--- src/hdl/srfu_map.svh ---
// Purpose: named constants for the shift, rotate and flag unit
// Assumes: 8-bit data, 8-bit flag register
// Notes: flag bit positions follow the usual status register layout
`ifndef SRFU_MAP_SVH
`define SRFU_MAP_SVH
`define SRFU_FLAG_C 3'h0
`define SRFU_FLAG_Z 3'h1
`define SRFU_FLAG_N 3'h2
`define SRFU_FLAG_V 3'h3
`define SRFU_FLAG_S 3'h4
`define SRFU_FLAG_H 3'h5
`define SRFU_FLAG_T 3'h6
`define SRFU_FLAG_I 3'h7
`define SRFU_MSB 3'h7
`define SRFU_LSB 3'h0
`define SRFU_ZERO_BYTE 8'h00
`define SRFU_FLAGS_RESET 8'h00
`define SRFU_ONE_HOT_BASE 8'h01
`endif

--- src/hdl/srfu_pkg.sv ---
// Purpose: types for the shift, rotate and flag unit
// Assumes: nothing beyond the map header
// Notes: opcode codes are local to this block
package srfu_pkg;
  typedef enum logic [3:0] {
    SRFU_NOP = 4'h0,
    SRFU_LOGICAL_SHIFT_RIGHT_OP = 4'h1,
    SRFU_ROTATE_LEFT_CARRY_OP = 4'h2,
    SRFU_ROTATE_RIGHT_CARRY_OP = 4'h3,
    SRFU_ARITH_SHIFT_RIGHT_OP = 4'h4,
    SRFU_SWAP_OP = 4'h5,
    SRFU_INDEXED_FLAG_SET_OP = 4'h6,
    SRFU_INDEXED_FLAG_CLEAR_OP = 4'h7,
    SRFU_BIT_TO_TRANSFER_OP = 4'h8,
    SRFU_TRANSFER_TO_BIT_OP = 4'h9,
    SRFU_CARRY_SET_OP = 4'ha,
    SRFU_CARRY_CLEAR_OP = 4'hb,
    SRFU_NEGATIVE_SET_OP = 4'hc,
    SRFU_NEGATIVE_CLEAR_OP = 4'hd,
    SRFU_ZERO_SET_OP = 4'he
  } srfu_op_e;

  typedef struct packed {
    logic valid;
    srfu_op_e op;
    logic [2:0] sel;
    logic [7:0] dest;
    logic [7:0] source_operand;
  } srfu_req_s;

  typedef struct packed {
    logic valid;
    logic dest_we;
    logic [7:0] dest;
  } srfu_res_s;
endpackage

--- src/hdl/srfu_shifter.sv ---
// Purpose: combinational shift, rotate and swap of one byte
// Assumes: operation code from the package
// Notes: carry out and flags are computed here
`timescale 1ns/1ps
`default_nettype none
`include "srfu_map.svh"
module srfu_shifter
  import srfu_pkg::*;
(
  // operation
  input wire srfu_op_e op,
  input wire logic [7:0] din,
  input wire logic carry_in,
  // result
  output logic [7:0] dout,
  output logic carry_out,
  output logic zero_out,
  output logic neg_out,
  output logic ovf_out
);
  wire logic [7:0] logic_shr_val;
  wire logic [7:0] rotl_val;
  wire logic [7:0] rotr_val;
  wire logic [7:0] arith_shr_val;
  wire logic [7:0] swap_val;
  wire logic left_move;
  assign logic_shr_val = {1'b0, din[7:1]}; // RULE1
  assign rotl_val = {din[6:0], carry_in}; // RULE2
  assign rotr_val = {carry_in, din[7:1]}; // RULE3
  assign arith_shr_val = {din[`SRFU_MSB], din[7:1]}; // RULE4
  assign swap_val = {din[3:0], din[7:4]}; // RULE5
  assign left_move = (op == SRFU_ROTATE_LEFT_CARRY_OP);
  assign dout = (op == SRFU_LOGICAL_SHIFT_RIGHT_OP) ? logic_shr_val :
                left_move ? rotl_val :
                (op == SRFU_ROTATE_RIGHT_CARRY_OP) ? rotr_val :
                (op == SRFU_ARITH_SHIFT_RIGHT_OP) ? arith_shr_val :
                (op == SRFU_SWAP_OP) ? swap_val : din;
  // left rotate takes bit 7, right moves take bit 0
  assign carry_out = left_move ? din[`SRFU_MSB] :
                     din[`SRFU_LSB]; // RULE2 RULE3 RULE12
  assign zero_out = (dout == `SRFU_ZERO_BYTE);
  assign neg_out = dout[`SRFU_MSB];
  // overflow is negative xor carry after the move
  assign ovf_out = dout[`SRFU_MSB] ^ carry_out;
endmodule
`default_nettype wire

--- src/hdl/srfu_top.sv ---
// Purpose: single-cycle shift, rotate, swap and flag datapath
// Assumes: decoder presents one request per cycle, all take one cycle
// Notes: result and flag register update on the edge after the request
`timescale 1ns/1ps
`default_nettype none
`include "srfu_map.svh"
// What this block does
// RULE1 - logical shift right: zero into bit 7, update Z C N V, one cycle
// RULE2 - rotate left: carry into bit 0, bit 7 into carry, update Z C N V
// RULE3 - rotate right: carry into bit 7, bit 0 into carry, update Z C N V
// RULE4 - arithmetic shift right keeps bit 7, updates Z C N V
// RULE5 - nibble swap in one cycle, no flags change
// RULE6 - indexed flag set or clear writes one flag chosen by index
// RULE7 - bit store copies chosen source bit into transfer flag only
// RULE8 - bit load copies transfer flag into chosen destination bit
// RULE9 - set and clear carry touch only carry, one cycle
// RULE10 - set and clear negative touch only negative, one cycle
// RULE11 - set zero forces zero flag to one only, one cycle
// RULE12 - right shifts put old bit 0 into carry
module srfu_top
  import srfu_pkg::*;
(
  // clock and reset
  input wire logic ref_clk,
  input wire logic rst,
  // request from decoder and register file
  input wire srfu_req_s req,
  // result to register file
  output srfu_res_s res,
  // status register
  output logic [7:0] flag_register
);

  // registered outputs
  srfu_res_s res_reg;
  srfu_res_s res_next;
  logic [7:0] flags_reg;
  logic [7:0] flags_next;

  // shifter results
  wire logic [7:0] sh_dout;
  wire logic sh_c;
  wire logic sh_z;
  wire logic sh_n;
  wire logic sh_v;

  // opcode decode
  wire logic take;
  wire logic op_lshr;
  wire logic op_rotl;
  wire logic op_rotr;
  wire logic op_ashr;
  wire logic op_swap;
  wire logic op_fset;
  wire logic op_fclr;
  wire logic op_tstore;
  wire logic op_tload;
  wire logic op_cset;
  wire logic op_cclr;
  wire logic op_nset;
  wire logic op_nclr;
  wire logic op_zset;
  wire logic is_shift;
  wire logic writes_dest;

  // per-operation candidate values
  wire logic [7:0] bit_mask;
  wire logic [7:0] bitload_val;
  wire logic [7:0] shift_flags;
  wire logic [7:0] fset_flags;
  wire logic [7:0] fclr_flags;
  wire logic [7:0] tstore_flags;
  wire logic [7:0] cset_flags;
  wire logic [7:0] cclr_flags;
  wire logic [7:0] nset_flags;
  wire logic [7:0] nclr_flags;
  wire logic [7:0] zset_flags;
  wire logic src_bit;

  function automatic logic is_op(input srfu_op_e got,
                                 input srfu_op_e want);
    is_op = (got == want);
  endfunction

  function automatic logic [7:0] one_hot(input logic [2:0] idx);
    one_hot = `SRFU_ONE_HOT_BASE << idx;
  endfunction

  function automatic logic [7:0] put_bit(input logic [7:0] v,
                                         input logic [2:0] idx,
                                         input logic b);
    put_bit = b ? (v | one_hot(idx)) : (v & ~one_hot(idx));
  endfunction

  srfu_shifter u_shift (
    .op(req.op),
    .din(req.dest),
    .carry_in(flags_reg[`SRFU_FLAG_C]),
    .dout(sh_dout),
    .carry_out(sh_c),
    .zero_out(sh_z),
    .neg_out(sh_n),
    .ovf_out(sh_v)
  );


  // one decode line per operation, all gated by valid
  assign take = req.valid;
  assign op_lshr = take && is_op(req.op, SRFU_LOGICAL_SHIFT_RIGHT_OP);
  assign op_rotl = take && is_op(req.op, SRFU_ROTATE_LEFT_CARRY_OP);
  assign op_rotr = take && is_op(req.op, SRFU_ROTATE_RIGHT_CARRY_OP);
  assign op_ashr = take && is_op(req.op, SRFU_ARITH_SHIFT_RIGHT_OP);
  assign op_swap = take && is_op(req.op, SRFU_SWAP_OP);
  assign op_fset = take && is_op(req.op, SRFU_INDEXED_FLAG_SET_OP);
  assign op_fclr = take && is_op(req.op, SRFU_INDEXED_FLAG_CLEAR_OP);
  assign op_tstore = take && is_op(req.op, SRFU_BIT_TO_TRANSFER_OP);
  assign op_tload = take && is_op(req.op, SRFU_TRANSFER_TO_BIT_OP);
  assign op_cset = take && is_op(req.op, SRFU_CARRY_SET_OP);
  assign op_cclr = take && is_op(req.op, SRFU_CARRY_CLEAR_OP);
  assign op_nset = take && is_op(req.op, SRFU_NEGATIVE_SET_OP);
  assign op_nclr = take && is_op(req.op, SRFU_NEGATIVE_CLEAR_OP);
  assign op_zset = take && is_op(req.op, SRFU_ZERO_SET_OP);

  // unknown codes and no-op fall through with nothing written
  assign is_shift = op_lshr || op_rotl || op_rotr || op_ashr;
  assign writes_dest = is_shift || op_swap || op_tload; // RULE5 RULE8

  // candidate flag and result values
  assign bit_mask = one_hot(req.sel);
  assign src_bit = req.source_operand[req.sel];
  assign bitload_val = put_bit(req.dest, req.sel,
                               flags_reg[`SRFU_FLAG_T]); // RULE8
  assign shift_flags = put_bit(put_bit(put_bit(put_bit(flags_reg,
                         `SRFU_FLAG_C, sh_c), `SRFU_FLAG_Z, sh_z),
                         `SRFU_FLAG_N, sh_n),
                         `SRFU_FLAG_V, sh_v); // RULE1 RULE2 RULE3 RULE4
  assign fset_flags = flags_reg | bit_mask; // RULE6
  assign fclr_flags = flags_reg & ~bit_mask; // RULE6
  assign tstore_flags = put_bit(flags_reg, `SRFU_FLAG_T,
                                src_bit); // RULE7
  assign cset_flags = put_bit(flags_reg, `SRFU_FLAG_C, 1'b1); // RULE9
  assign cclr_flags = put_bit(flags_reg, `SRFU_FLAG_C, 1'b0); // RULE9
  assign nset_flags = put_bit(flags_reg, `SRFU_FLAG_N, 1'b1); // RULE10
  assign nclr_flags = put_bit(flags_reg, `SRFU_FLAG_N, 1'b0); // RULE10
  assign zset_flags = put_bit(flags_reg, `SRFU_FLAG_Z, 1'b1); // RULE11

  // flag selection: swap, bit load and no-op keep every flag
  always_comb begin
    flags_next = flags_reg;
    if (is_shift) begin
      flags_next = shift_flags;
    end else if (op_fset) begin
      flags_next = fset_flags;
    end else if (op_fclr) begin
      flags_next = fclr_flags;
    end else if (op_tstore) begin
      flags_next = tstore_flags;
    end else if (op_cset) begin
      flags_next = cset_flags;
    end else if (op_cclr) begin
      flags_next = cclr_flags;
    end else if (op_nset) begin
      flags_next = nset_flags;
    end else if (op_nclr) begin
      flags_next = nclr_flags;
    end else if (op_zset) begin
      flags_next = zset_flags;
    end
  end

  // result selection
  always_comb begin
    res_next.valid = take;
    res_next.dest_we = writes_dest;
    res_next.dest = op_tload ? bitload_val : sh_dout; // RULE8
  end


  always_ff @(posedge ref_clk) begin
    if (rst) begin
      flags_reg <= `SRFU_FLAGS_RESET;
      res_reg <= '0;
    end else begin
      flags_reg <= flags_next;
      res_reg <= res_next;
    end
  end

  assign res = res_reg;
  assign flag_register = flags_reg;
endmodule
`default_nettype wire

--- config.mk ---
export PLATFORM = sky130hd
export DESIGN_NAME = srfu_top
export DESIGN_NICKNAME = d
export VERILOG_FILES = /design/src/hdl/srfu_pkg.sv /design/src/hdl/srfu_shifter.sv /design/src/hdl/srfu_top.sv
export VERILOG_INCLUDE_DIRS = /design/src /design/src/hdl
export SDC_FILE = /design/constraint.sdc
export NUM_CORES = 1
export LEC_CHECK = 0
export BUFFER_PORTS_ARGS = -buffer_cell sky130_fd_sc_hd__buf_2
export CAP_MARGIN = 20
export CORE_ASPECT_RATIO = 1.5
export CORE_MARGIN = 8
export CORE_UTILIZATION = 45
export CTS_CLUSTER_SIZE = 30
export DETAILED_ROUTE_END_ITERATION = 10
export PLACE_DENSITY = 0.79
export SLEW_MARGIN = 20
export SYNTH_ARGS = -nofsm -noshare
export SYNTH_HDL_FRONTEND = slang
export SYNTH_SLANG_ARGS = --single-unit
--- constraint.sdc ---
create_clock -name ref_clk -period 2.1 [get_ports ref_clk]
set_input_delay 0.105 -clock ref_clk [delete_from_list [all_inputs] [get_ports ref_clk]]
set_output_delay 0.105 -clock ref_clk [all_outputs]
set_load 0.1 [all_outputs]
==> impl_metrics.env, run 1 <==
export IMPL_path_cells="or4b_1 -> o21ai_0 -> o22ai_1 -> a21boi_1 -> a21oi_1 -> o221a_1"
export IMPL_drtIter0Drc=112
export IMPL_ys_types=62
export IMPL_powerDensity_nw_per_um2=575
export IMPL_finalWorstSetupSlack_ns=0.278
export IMPL_drc=0
export IMPL_grt_pass1_wl_um=8480
export IMPL_critical_path_class="reg -> reg"
export IMPL_post_dp_cell_area_um2=1850
export IMPL_finalInstanceArea_um2=1910
export IMPL_yosys_warnings=0
export IMPL_wl_um=5250
export IMPL_synthesis_nets=244
export IMPL_layout_drive_gt1_share_pct=26.4
export IMPL_clkPwrFrac_pct=25.5
export IMPL_slew_headroom_pct=58.5
export IMPL_swShare_pct=40.6
export IMPL_yosysMostFrequentCell="nor2_1"
export IMPL_period_needed_ns=1.82
export IMPL_yosysTopAreaCell="dfxtp_1"
export IMPL_stdcell_count=293
export IMPL_maxCapViolCount=0
export IMPL_setup_tns_ns=0
export IMPL_setup_viol=0
export IMPL_pre_cts_ws_ns=0.182
export IMPL_worstMarginPinSlew_ns=0.618
export IMPL_cts_root_buf="clkbuf_8"
export IMPL_areaGrowthSynthToFinish_pct=15.2
export IMPL_cts_repair_resized=0
export IMPL_syn_area_um2=1660
export IMPL_p_int_mw=0.652
export IMPL_synth_seq_cells=18
export IMPL_clockBufferDepth=2
export IMPL_cts_sinks=18
export IMPL_antenna_found_initial=0
export IMPL_p_leak_nw=0.815
export IMPL_skew_ns=0.00569
export IMPL_fin_nets=277
export IMPL_report_final_slew_viol_count=0
export IMPL_numPortBuffers=43
export IMPL_avgSynthCellArea_um2=7.60
export IMPL_grt_max_degree=28
export IMPL_fmax_mhz=549
export IMPL_hpwl_um=3900
export IMPL_num_rows=27
export IMPL_antenna_cells=0
export IMPL_worstHoldPathType="in -> reg"
export IMPL_path_clk_slew_ns=0.07
export IMPL_postCtsHoldBufs=0
export IMPL_dieWidth_um=65.6
export IMPL_pwr_share_comb_pct=40.8
export IMPL_wl_per_cell_um=17.9
export IMPL_grt_setup_unrepaired="false"
export IMPL_firstDrtPassIters=5
export IMPL_vdd_drop_max_mv=0.359
export IMPL_power_share_sequential_pct=33.7
export IMPL_seq_area_frac_synth_pct=21.7
export IMPL_io_pins=44
export IMPL_insertion_delay_ns=0.25
export IMPL_grt_pass1_vias=1845
export IMPL_cp_slowest_cell="or4b_1"
export IMPL_core_area_um2=3610
export IMPL_crit_fanout=5
export IMPL_cts_buffers=3
export IMPL_synth_edff_count=0
export IMPL_power_switching_mw=0.447
export IMPL_hold_violations=0
export IMPL_final_core_util_pct=52.8
export IMPL_status="finished clean"
export IMPL_dieArea_um2=5920
export IMPL_post_cts_setup_buffer_count=0
export IMPL_grt_ovfl_total=0
export IMPL_async_reset_ff_share_pct=0
export IMPL_ant_nets=0
export IMPL_cpPeakStageDelay_ns=0.52
export IMPL_initial_utilization_pct=45.9
export IMPL_path_buf_inv=0
export IMPL_critPathTopFamily="compound AO/OA/AOI/OAI gates"
export IMPL_htree_num_levels=1
export IMPL_tritoncts="done"
export IMPL_synth_top_cell_area_share_pct=21.7
export IMPL_gp_congestion=0.921
export IMPL_critPathRequiredTime_ns=2.24
export IMPL_endpoint_kind="register"
export IMPL_start_kind="register"
export IMPL_num_vias=1875
export IMPL_place_inst=289
export IMPL_avgViaCountPerCell=6.40
export IMPL_ys_flop_type="dfxtp_1"
export IMPL_synth_commonest_cells="30 x nor2_1, 18 x dfxtp_1, 16 x o21ai_0"
export IMPL_min_period_over_period_pct=86.7
export IMPL_synth_top_cells_by_area="dfxtp_1 22%, nor2_1 6.8%, mux2i_1 6.0%, o21ai_0 4.8%, a211oi_1 4.5%"
export IMPL_postSynthCellCount=218
export IMPL_largest_register_ffs=10
export IMPL_die_y_um=90.3
export IMPL_critical_path_arrival_ns=1.96
export IMPL_grt_usage_pct=17.3
-- cells by family (layout without fill, tap and decap cells) --
logic type             after synthesis  in the layout  share of synthesized area (%)
flip-flops                          18             18                           21.7
AND/OR/NAND/NOR                     87             87                           30.6
AO/OA/AOI/OAI                       70             70                           29.1
buffers and inverters               30             62                           9.13
multiplexers                        13             13                           9.43
-- area by class of cell --
class / count / area (µm²)
inverters: 9 / 33.8
flip-flops and latches: 18 / 360
clock buffers: 4 / 55.1
well taps: 43 / 53.8
multi-input cells: 170 / 1150
fillers: 374 / 1710
repair buffers: 49 / 260
-- placed cells by master, fill, tap and decap left out, types with 4 or more instances in the layout --
master,instances
nor2_1,30
nand2b_1,4
nand3_1,4
dfxtp_1,18
buf_4,6
nor3_1,6
buf_2,43
nand2_1,9
clkbuf_8,4
nor2b_1,5
inv_1,8
mux2i_1,10
o21ai_0,16
a21oi_1,13
a211oi_1,10
-- worst register-to-register path: cells and delay by family, from the launching register on --
| kind | cells | cell delay, ns |
|---|---|---|
| AOI/OAI and AO/OA | 5 | 0.83 |
| and+or+nand+nor | 1 | 0.52 |
| DFF | 1 | 0.36 |
-- metrics by stage --
step / total power [mW] / hold WS (ns)
after floorplan: 0.727 / 0.215
after global placement: 0.818 / 0.422
after detailed placement: 0.820 / 0.427
after CTS: 1.10 / 0.158
after global routing: 1.14 / 0.173
final: 1.10 / 0.160
-- power groups by stage --
stage               registers, mW  logic, mW  clock network, mW
floorplan                   0.526      0.201                  0
global route                0.373      0.475              0.294
global placement            0.378      0.440                  0
CTS                         0.370      0.444              0.285
finish                      0.371      0.448              0.280
detailed placement          0.378      0.442                  0
-- layer usage --
metal / track usage [%] / up-vias / wire length (µm)
li1: - / 881 / -
met1: 19.0 / 869 / 2000
met4: 11.9 / 0 / 218
met5: 0 / - / 0
met3: 1.61 / 20 / 397
met2: 29.8 / 105 / 2630
-- final timing paths --
| check | start | slack [ns] | end | cells past startpoint |
|---|---|---|---|---|
| worst max register to register | flag_register[0] | 0.28 | flag_register[3] | 6 |
| worst max-delay path | flag_register[0] | 0.28 | flag_register[3] | 6 |
| worst min-delay path | req[23] | 0.16 | flag_register[2] | 2 |
| worst min register to register | flag_register[7] | 0.50 | flag_register[7] | 2 |
No activity file was read; power rests on OpenSTA's default activity.
==> inputs of run 2 (changes only) <==
--- a/config.mk
+++ b/config.mk
@@ -14,6 +14,7 @@
 export CTS_CLUSTER_SIZE = 30
 export DETAILED_ROUTE_END_ITERATION = 10
 export PLACE_DENSITY = 0.79
+export RECOVER_POWER = 100
 export SLEW_MARGIN = 20
 export SYNTH_ARGS = -nofsm -noshare
 export SYNTH_HDL_FRONTEND = slang
==> run 2 against run 1 <==
  * Register-to-register slack improved by 0.02 ns
  * First-iteration DRC count rose by 1.8%
  * Clock skew fell by 0.0012 ns
  * Routed wire length fell by 0.53%
  * Critical path depth rose by 2
  * Utilization fell by 0.93 points
==> impl_metrics.env, run 2 (synthesis results as in run 1) <==
export IMPL_post_cts_setup_buffer_count=0
export IMPL_fmax_mhz=545
export IMPL_drc=0
export IMPL_htree_num_levels=1
export IMPL_avgViaCountPerCell=6.34
export IMPL_p_leak_nw=0.734
export IMPL_vdd_drop_max_mv=0.356
export IMPL_crit_fanout=24
export IMPL_critPathRequiredTime_ns=2.23
export IMPL_num_vias=1859
export IMPL_layout_drive_gt1_share_pct=17.6
export IMPL_post_dp_cell_area_um2=1850
export IMPL_worstHoldPathType="in -> reg"
export IMPL_skew_ns=0.00451
export IMPL_dieArea_um2=5920
export IMPL_areaGrowthSynthToFinish_pct=13.1
export IMPL_stdcell_count=293
export IMPL_grt_usage_pct=17.3
export IMPL_fin_nets=277
export IMPL_antenna_found_initial=0
export IMPL_largest_register_ffs=10
export IMPL_period_needed_ns=1.83
export IMPL_most_common_layout_cells="30 x nor2_1, 24 x buf_2, 21 x clkbuf_1"
export IMPL_powerDensity_nw_per_um2=582
export IMPL_cts_root_buf="clkbuf_8"
export IMPL_whs_ns=0.219
export IMPL_worstMarginPinSlew_ns=1.17
export IMPL_io_pins=44
export IMPL_grt_pass1_vias=1845
export IMPL_cts_buffers=3
export IMPL_num_rows=27
export IMPL_insertion_delay_ns=0.25
export IMPL_endpoint_kind="register"
export IMPL_place_inst=289
export IMPL_start_kind="primary input"
export IMPL_grt_max_degree=28
export IMPL_clockBufferDepth=2
export IMPL_drtIter0Drc=114
export IMPL_hold_violations=0
export IMPL_firstDrtPassIters=4
export IMPL_grt_ovfl_total=0
export IMPL_setup_tns_ns=0
export IMPL_initial_utilization_pct=45.9
export IMPL_cts_sinks=18
export IMPL_setup_viol=0
export IMPL_report_final_slew_viol_count=0
export IMPL_status="finished clean"
export IMPL_core_area_um2=3610
export IMPL_cts_repair_resized=0
export IMPL_slew_headroom_pct=22.3
export IMPL_critical_path_arrival_ns=1.96
export IMPL_finalInstanceArea_um2=1880
export IMPL_die_y_um=90.3
export IMPL_ant_nets=0
export IMPL_path_clk_slew_ns=0.06
export IMPL_fillers=380
export IMPL_min_period_over_period_pct=87.3
export IMPL_critical_path_class="in -> reg"
export IMPL_wl_um=5220
export IMPL_final_common_cell="nor2_1"
export IMPL_p_total_mw=1.09
export IMPL_grt_setup_unrepaired="false"
export IMPL_tritoncts="done"
export IMPL_maxCapViolCount=0
export IMPL_wl_per_cell_um=17.8
export IMPL_gp_congestion=0.921
export IMPL_numPortBuffers=43
export IMPL_postCtsHoldBufs=0
export IMPL_dieWidth_um=65.6
export IMPL_grt_pass1_wl_um=8480
export IMPL_hpwl_um=3900
export IMPL_antenna_cells=0
==> run 2: changes by cell type in the layout (fill, tap and decap cells not counted) <==
cell      previous run  this run
buf_2               43        24
and2b_4              1         0
and2b_1              1         2
and2_1               3         2
and2_0               0         1
or2_0                0         1
buf_4                6         4
clkbuf_1             0        21
or2_1                1         0
==> run 2: power by group <==
part / internal, mW / total, mW / switching, mW
combinational: 0.114 / 0.439 / 0.325
clock: 0.166 / 0.281 / 0.114
sequential: 0.362 / 0.371 / 0.00883
==> run 2: area by class of cell <==
type	instances	area (µm²)	area share (%)
Inverter	9	33.8	1.80
Sequential cell	18	360	19.2
Clock buffer	4	55.1	2.94
Timing Repair Buffer	49	229	12.2
Tap cell	43	53.8	2.87
Multi-Input combinational cell	170	1140	61.0
==> run 2: worst paths after layout <==
path / cells after the start / startpoint / slack (ns) / endpoint
max: 8 / req[21] / 0.27 / flag_register[1]
min: 2 / rst / 0.22 / res[9]
max reg2reg: 6 / flag_register[0] / 0.30 / flag_register[3]
min reg2reg: 2 / flag_register[7] / 0.50 / flag_register[7]
==> run 2: stage by stage <==
stage	utilization (%)	worst slack [ns]
after global placement	51.3	0.260
after floorplan	-	0.232
after CTS	52.8	0.345
after global routing	51.9	0.123
after detailed placement	51.3	0.182
final	51.9	0.267
==> run 2: critical path, stage by stage <==
cell and delay, ns:
buf_2 0.31, clkbuf_1 0.37, nor2_1 0.10, a211o_1 0.31, a222oi_1 0.34, nor4_1 0.12, a41oi_1 0.26, nor3_2 0.05
==> run 2: metal layers <==
layer | routed length, µm | GRT usage (%)
met3 | 358 | 1.61
met2 | 2640 | 29.8
met1 | 2010 | 19.0
met5 | 0 | 0
met4 | 207 | 11.9
==> inputs of run 3 (changes only) <==
--- a/config.mk
+++ b/config.mk
@@ -6,6 +6,7 @@
 export SDC_FILE = /design/constraint.sdc
 export NUM_CORES = 1
 export LEC_CHECK = 0
+export ABC_AREA = 1
 export BUFFER_PORTS_ARGS = -buffer_cell sky130_fd_sc_hd__buf_2
 export CAP_MARGIN = 20
 export CORE_ASPECT_RATIO = 1.5
@@ -13,7 +14,7 @@
 export CORE_UTILIZATION = 45
 export CTS_CLUSTER_SIZE = 30
 export DETAILED_ROUTE_END_ITERATION = 10
-export PLACE_DENSITY = 0.79
+export PLACE_DENSITY = 0.8
 export RECOVER_POWER = 100
 export SLEW_MARGIN = 20
 export SYNTH_ARGS = -nofsm -noshare
==> run 3 against run 2 <==
  * Utilization increased by 1.4 points
  * Critical path depth decreased by 7
  * Hold slack got worse by 0.090 ns
  * Largest power group unchanged
  * Maximum frequency increased by 6.9%
  * Highest routed layer unchanged
  * Synthesized cell count increased by 23%
  * Combinational power decreased by 10%
  * Final cell count increased by 21%
  * Critical endpoint is now flag_register[6]
  * Register-to-register slack improved by 0.38 ns
  * Non-clock buffer count decreased by 4
  * First-iteration DRC count decreased by 0.88%
  * Largest cell class unchanged
  * Sequential share of layout area increased by 1.2 points
==> impl_metrics.env, run 3 <==
export IMPL_yosys_warnings=0
export IMPL_grt_setup_unrepaired="false"
export IMPL_tritoncts="done"
export IMPL_cts_root_buf="clkbuf_8"
export IMPL_critical_path_depth=1
export IMPL_start_kind="register"
export IMPL_drtIter0Drc=113
export IMPL_gp_congestion=0.975
export IMPL_rr_endpoint="flag_register[3]"
export IMPL_powerDensity_nw_per_um2=601
export IMPL_synth_top_cells_by_area="dfxtp_1 24%, nand2_1 21%, o21ai_0 8.0%, inv_1 8.0%, nor2_1 7.5%"
export IMPL_synthAdderAreaFrac_pct=0
export IMPL_path_cells="clkbuf_1"
export IMPL_pwr_share_comb_pct=37.1
export IMPL_endpoint_kind="primary output"
export IMPL_muxShareOfSynthArea_pct=0
export IMPL_num_rows=26
export IMPL_most_common_layout_cells="83 x nand2_1, 32 x inv_1, 32 x nor2_1"
export IMPL_place_inst=350
export IMPL_grt_max_degree=15
export IMPL_stdcell_count=354
export IMPL_p_leak_nw=0.864
export IMPL_antenna_cells=0
export IMPL_seq_area_frac_synth_pct=23.9
export IMPL_report_final_slew_viol_count=0
export IMPL_setup_viol=0
export IMPL_worst_hold_startpoint="req[23]"
export IMPL_drc=0
export IMPL_skew_ns=0.0110
export IMPL_grt_pass1_vias=1860
export IMPL_async_reset_ff_share_pct=0
export IMPL_clockBufferDepth=2
export IMPL_syn_area_um2=1510
export IMPL_synthesis_nets=294
export IMPL_rrSetupSlack_ns=0.68
export IMPL_ant_nets=0
export IMPL_p_int_mw=0.614
export IMPL_power_switching_mw=0.448
export IMPL_cts_sinks=18
export IMPL_swShare_pct=42.2
export IMPL_r2r_start="flag_register[0]"
export IMPL_synth_compound_area_share_pct=26.2
export IMPL_ys_flop_type="dfxtp_1"
export IMPL_postSynthCellCount=268
export IMPL_dieArea_um2=5500
export IMPL_insertion_delay_ns=0.26
export IMPL_cp_slowest_cell="clkbuf_1"
export IMPL_critPathTopFamily="buffers and inverters"
export IMPL_status="finished clean"
export IMPL_min_period_over_period_pct=81.6
export IMPL_cts_repair_resized=0
export IMPL_avgViaCountPerCell=5.38
export IMPL_io_pins=44
export IMPL_path_clk_slew_ns=0.08
export IMPL_hold_violations=0
export IMPL_firstDrtPassIters=4
export IMPL_clkPwrFrac_pct=27.8
export IMPL_yosysTopAreaCell="dfxtp_1"
export IMPL_holdPathStages=3
export IMPL_synth_simple_area_share_pct=38.8
export IMPL_grt_ovfl_total=0
export IMPL_setup_tns_ns=0
export IMPL_grt_usage_pct=17.3
export IMPL_wl_um=4760
export IMPL_wl_per_cell_um=13.4
export IMPL_areaGrowthSynthToFinish_pct=17.1
export IMPL_initial_utilization_pct=45.5
export IMPL_cts_buffers=3
export IMPL_final_common_cell="nand2_1"
export IMPL_power_share_sequential_pct=35.0
export IMPL_critPathRequiredTime_ns=2.00
export IMPL_htree_num_levels=1
export IMPL_crit_fanout=6
export IMPL_postCtsHoldBufs=0
export IMPL_fin_nets=339
export IMPL_grt_pass1_wl_um=8000
export IMPL_synth_top_cell_area_share_pct=23.9
export IMPL_hold_end="res[9]"
export IMPL_dieWidth_um=63.3
export IMPL_die_y_um=87.0
export IMPL_critical_path_arrival_ns=1.61
export IMPL_reg2reg_depth=6
export IMPL_avgSynthCellArea_um2=5.64
export IMPL_path_buf_inv=1
export IMPL_post_cts_setup_buffer_count=0
export IMPL_fillers=396
export IMPL_numPortBuffers=43
export IMPL_vdd_drop_max_mv=0.395
export IMPL_worstMarginPinSlew_ns=1.18
export IMPL_yosysMostFrequentCell="nand2_1"
export IMPL_fmax_mhz=583
export IMPL_maxCapViolCount=0
export IMPL_antenna_found_initial=0
export IMPL_num_vias=1906
export IMPL_period_needed_ns=1.71
export IMPL_synth_top_family_by_area="simple AND/OR/NAND/NOR gates"
export IMPL_largest_register_ffs=10
export IMPL_slew_headroom_pct=21.4
export IMPL_synth_commonest_cells="83 x nand2_1, 32 x inv_1, 30 x nor2_1"
export IMPL_worstHoldPathType="in -> reg"
export IMPL_core_area_um2=3320
export IMPL_hpwl_um=3800
export IMPL_synth_xor_area_share_pct=0
export IMPL_synth_seq_cells=18
export IMPL_critical_path_class="reg -> out"
export IMPL_synth_edff_count=0
export IMPL_cpPeakStageDelay_ns=0.90
export IMPL_ys_types=31
export IMPL_layout_drive_gt1_share_pct=11.9
run 3: cell count changes in the layout (fill, tap and decap cells not counted), moves of 9 or more:
cell | previous run | this run
a21oi_1 | 13 | 23
inv_1 | 8 | 32
nand2_1 | 9 | 83
a211oi_1 | 10 | 1
nand3_1 | 4 | 17
mux2i_1 | 10 | 0
run 3: kinds of logic (layout without fill, tap and decap cells):
logic type,after synthesis,after routing
buffers and inverters,41,85
AND/OR/NAND/NOR,142,142
AO/OA/AOI/OAI,67,67
flip-flops,18,18
run 3: area by class of cell:
cell class / count / area (µm²) / share of cell area, %
inverters: 36 / 135 / 7.64
repair buffers: 45 / 201 / 11.4
multi-input cells: 209 / 963 / 54.5
clock buffers: 4 / 55.1 / 3.11
flip-flops and latches: 18 / 360 / 20.4
well taps: 42 / 52.6 / 2.97
run 3: per-stage QoR:
step / area [µm²] / util (%) / power [mW] / hold WS (ns) / worst slack, ns
floorplan: 1510 / - / 0.688 / 0.183 / 0.434
global placement: 1760 / 53.0 / 0.780 / 0.402 / 0.437
detailed placement: 1760 / 53.0 / 0.782 / 0.404 / 0.371
CTS: 1810 / 54.7 / 1.07 / 0.125 / 0.655
global route: 1770 / 53.3 / 1.11 / 0.164 / 0.262
finish: 1770 / 53.3 / 1.06 / 0.129 / 0.386
run 3: per-layer routing:
layer / routed length, µm / track usage, % / part of all wire, % / up-vias
met5: 0 / 0 / 0 / -
met4: 141 / 7.13 / 3.0 / 0
met3: 319 / 2.71 / 6.7 / 13
met2: 2440 / 33.2 / 51 / 81
met1: 1850 / 18.1 / 39 / 852
li1: - / - / - / 960
run 3: power by group through the flow:
stage               Sequential, mW  Combinational [mW]  Clock, mW
floorplan                    0.531               0.157          0
global placement             0.379               0.401          0
detailed placement           0.379               0.403          0
CTS                          0.371               0.405      0.297
global route                 0.375               0.426      0.310
finish                       0.372               0.394      0.295
run 3: how the worst max path moves through the flow:
stage,to,from,slack (ns)
6_report,flag_register[6],flag_register[6],0.39
5_1_grt,flag_register[1],req[20],0.26
4_1_cts,flag_register[1],req[21],0.65
3_5_place_dp,flag_register[1],req[21],0.37
3_3_place_gp,flag_register[1],req[21],0.44
2_1_floorplan,res[7],flag_register[6],0.43
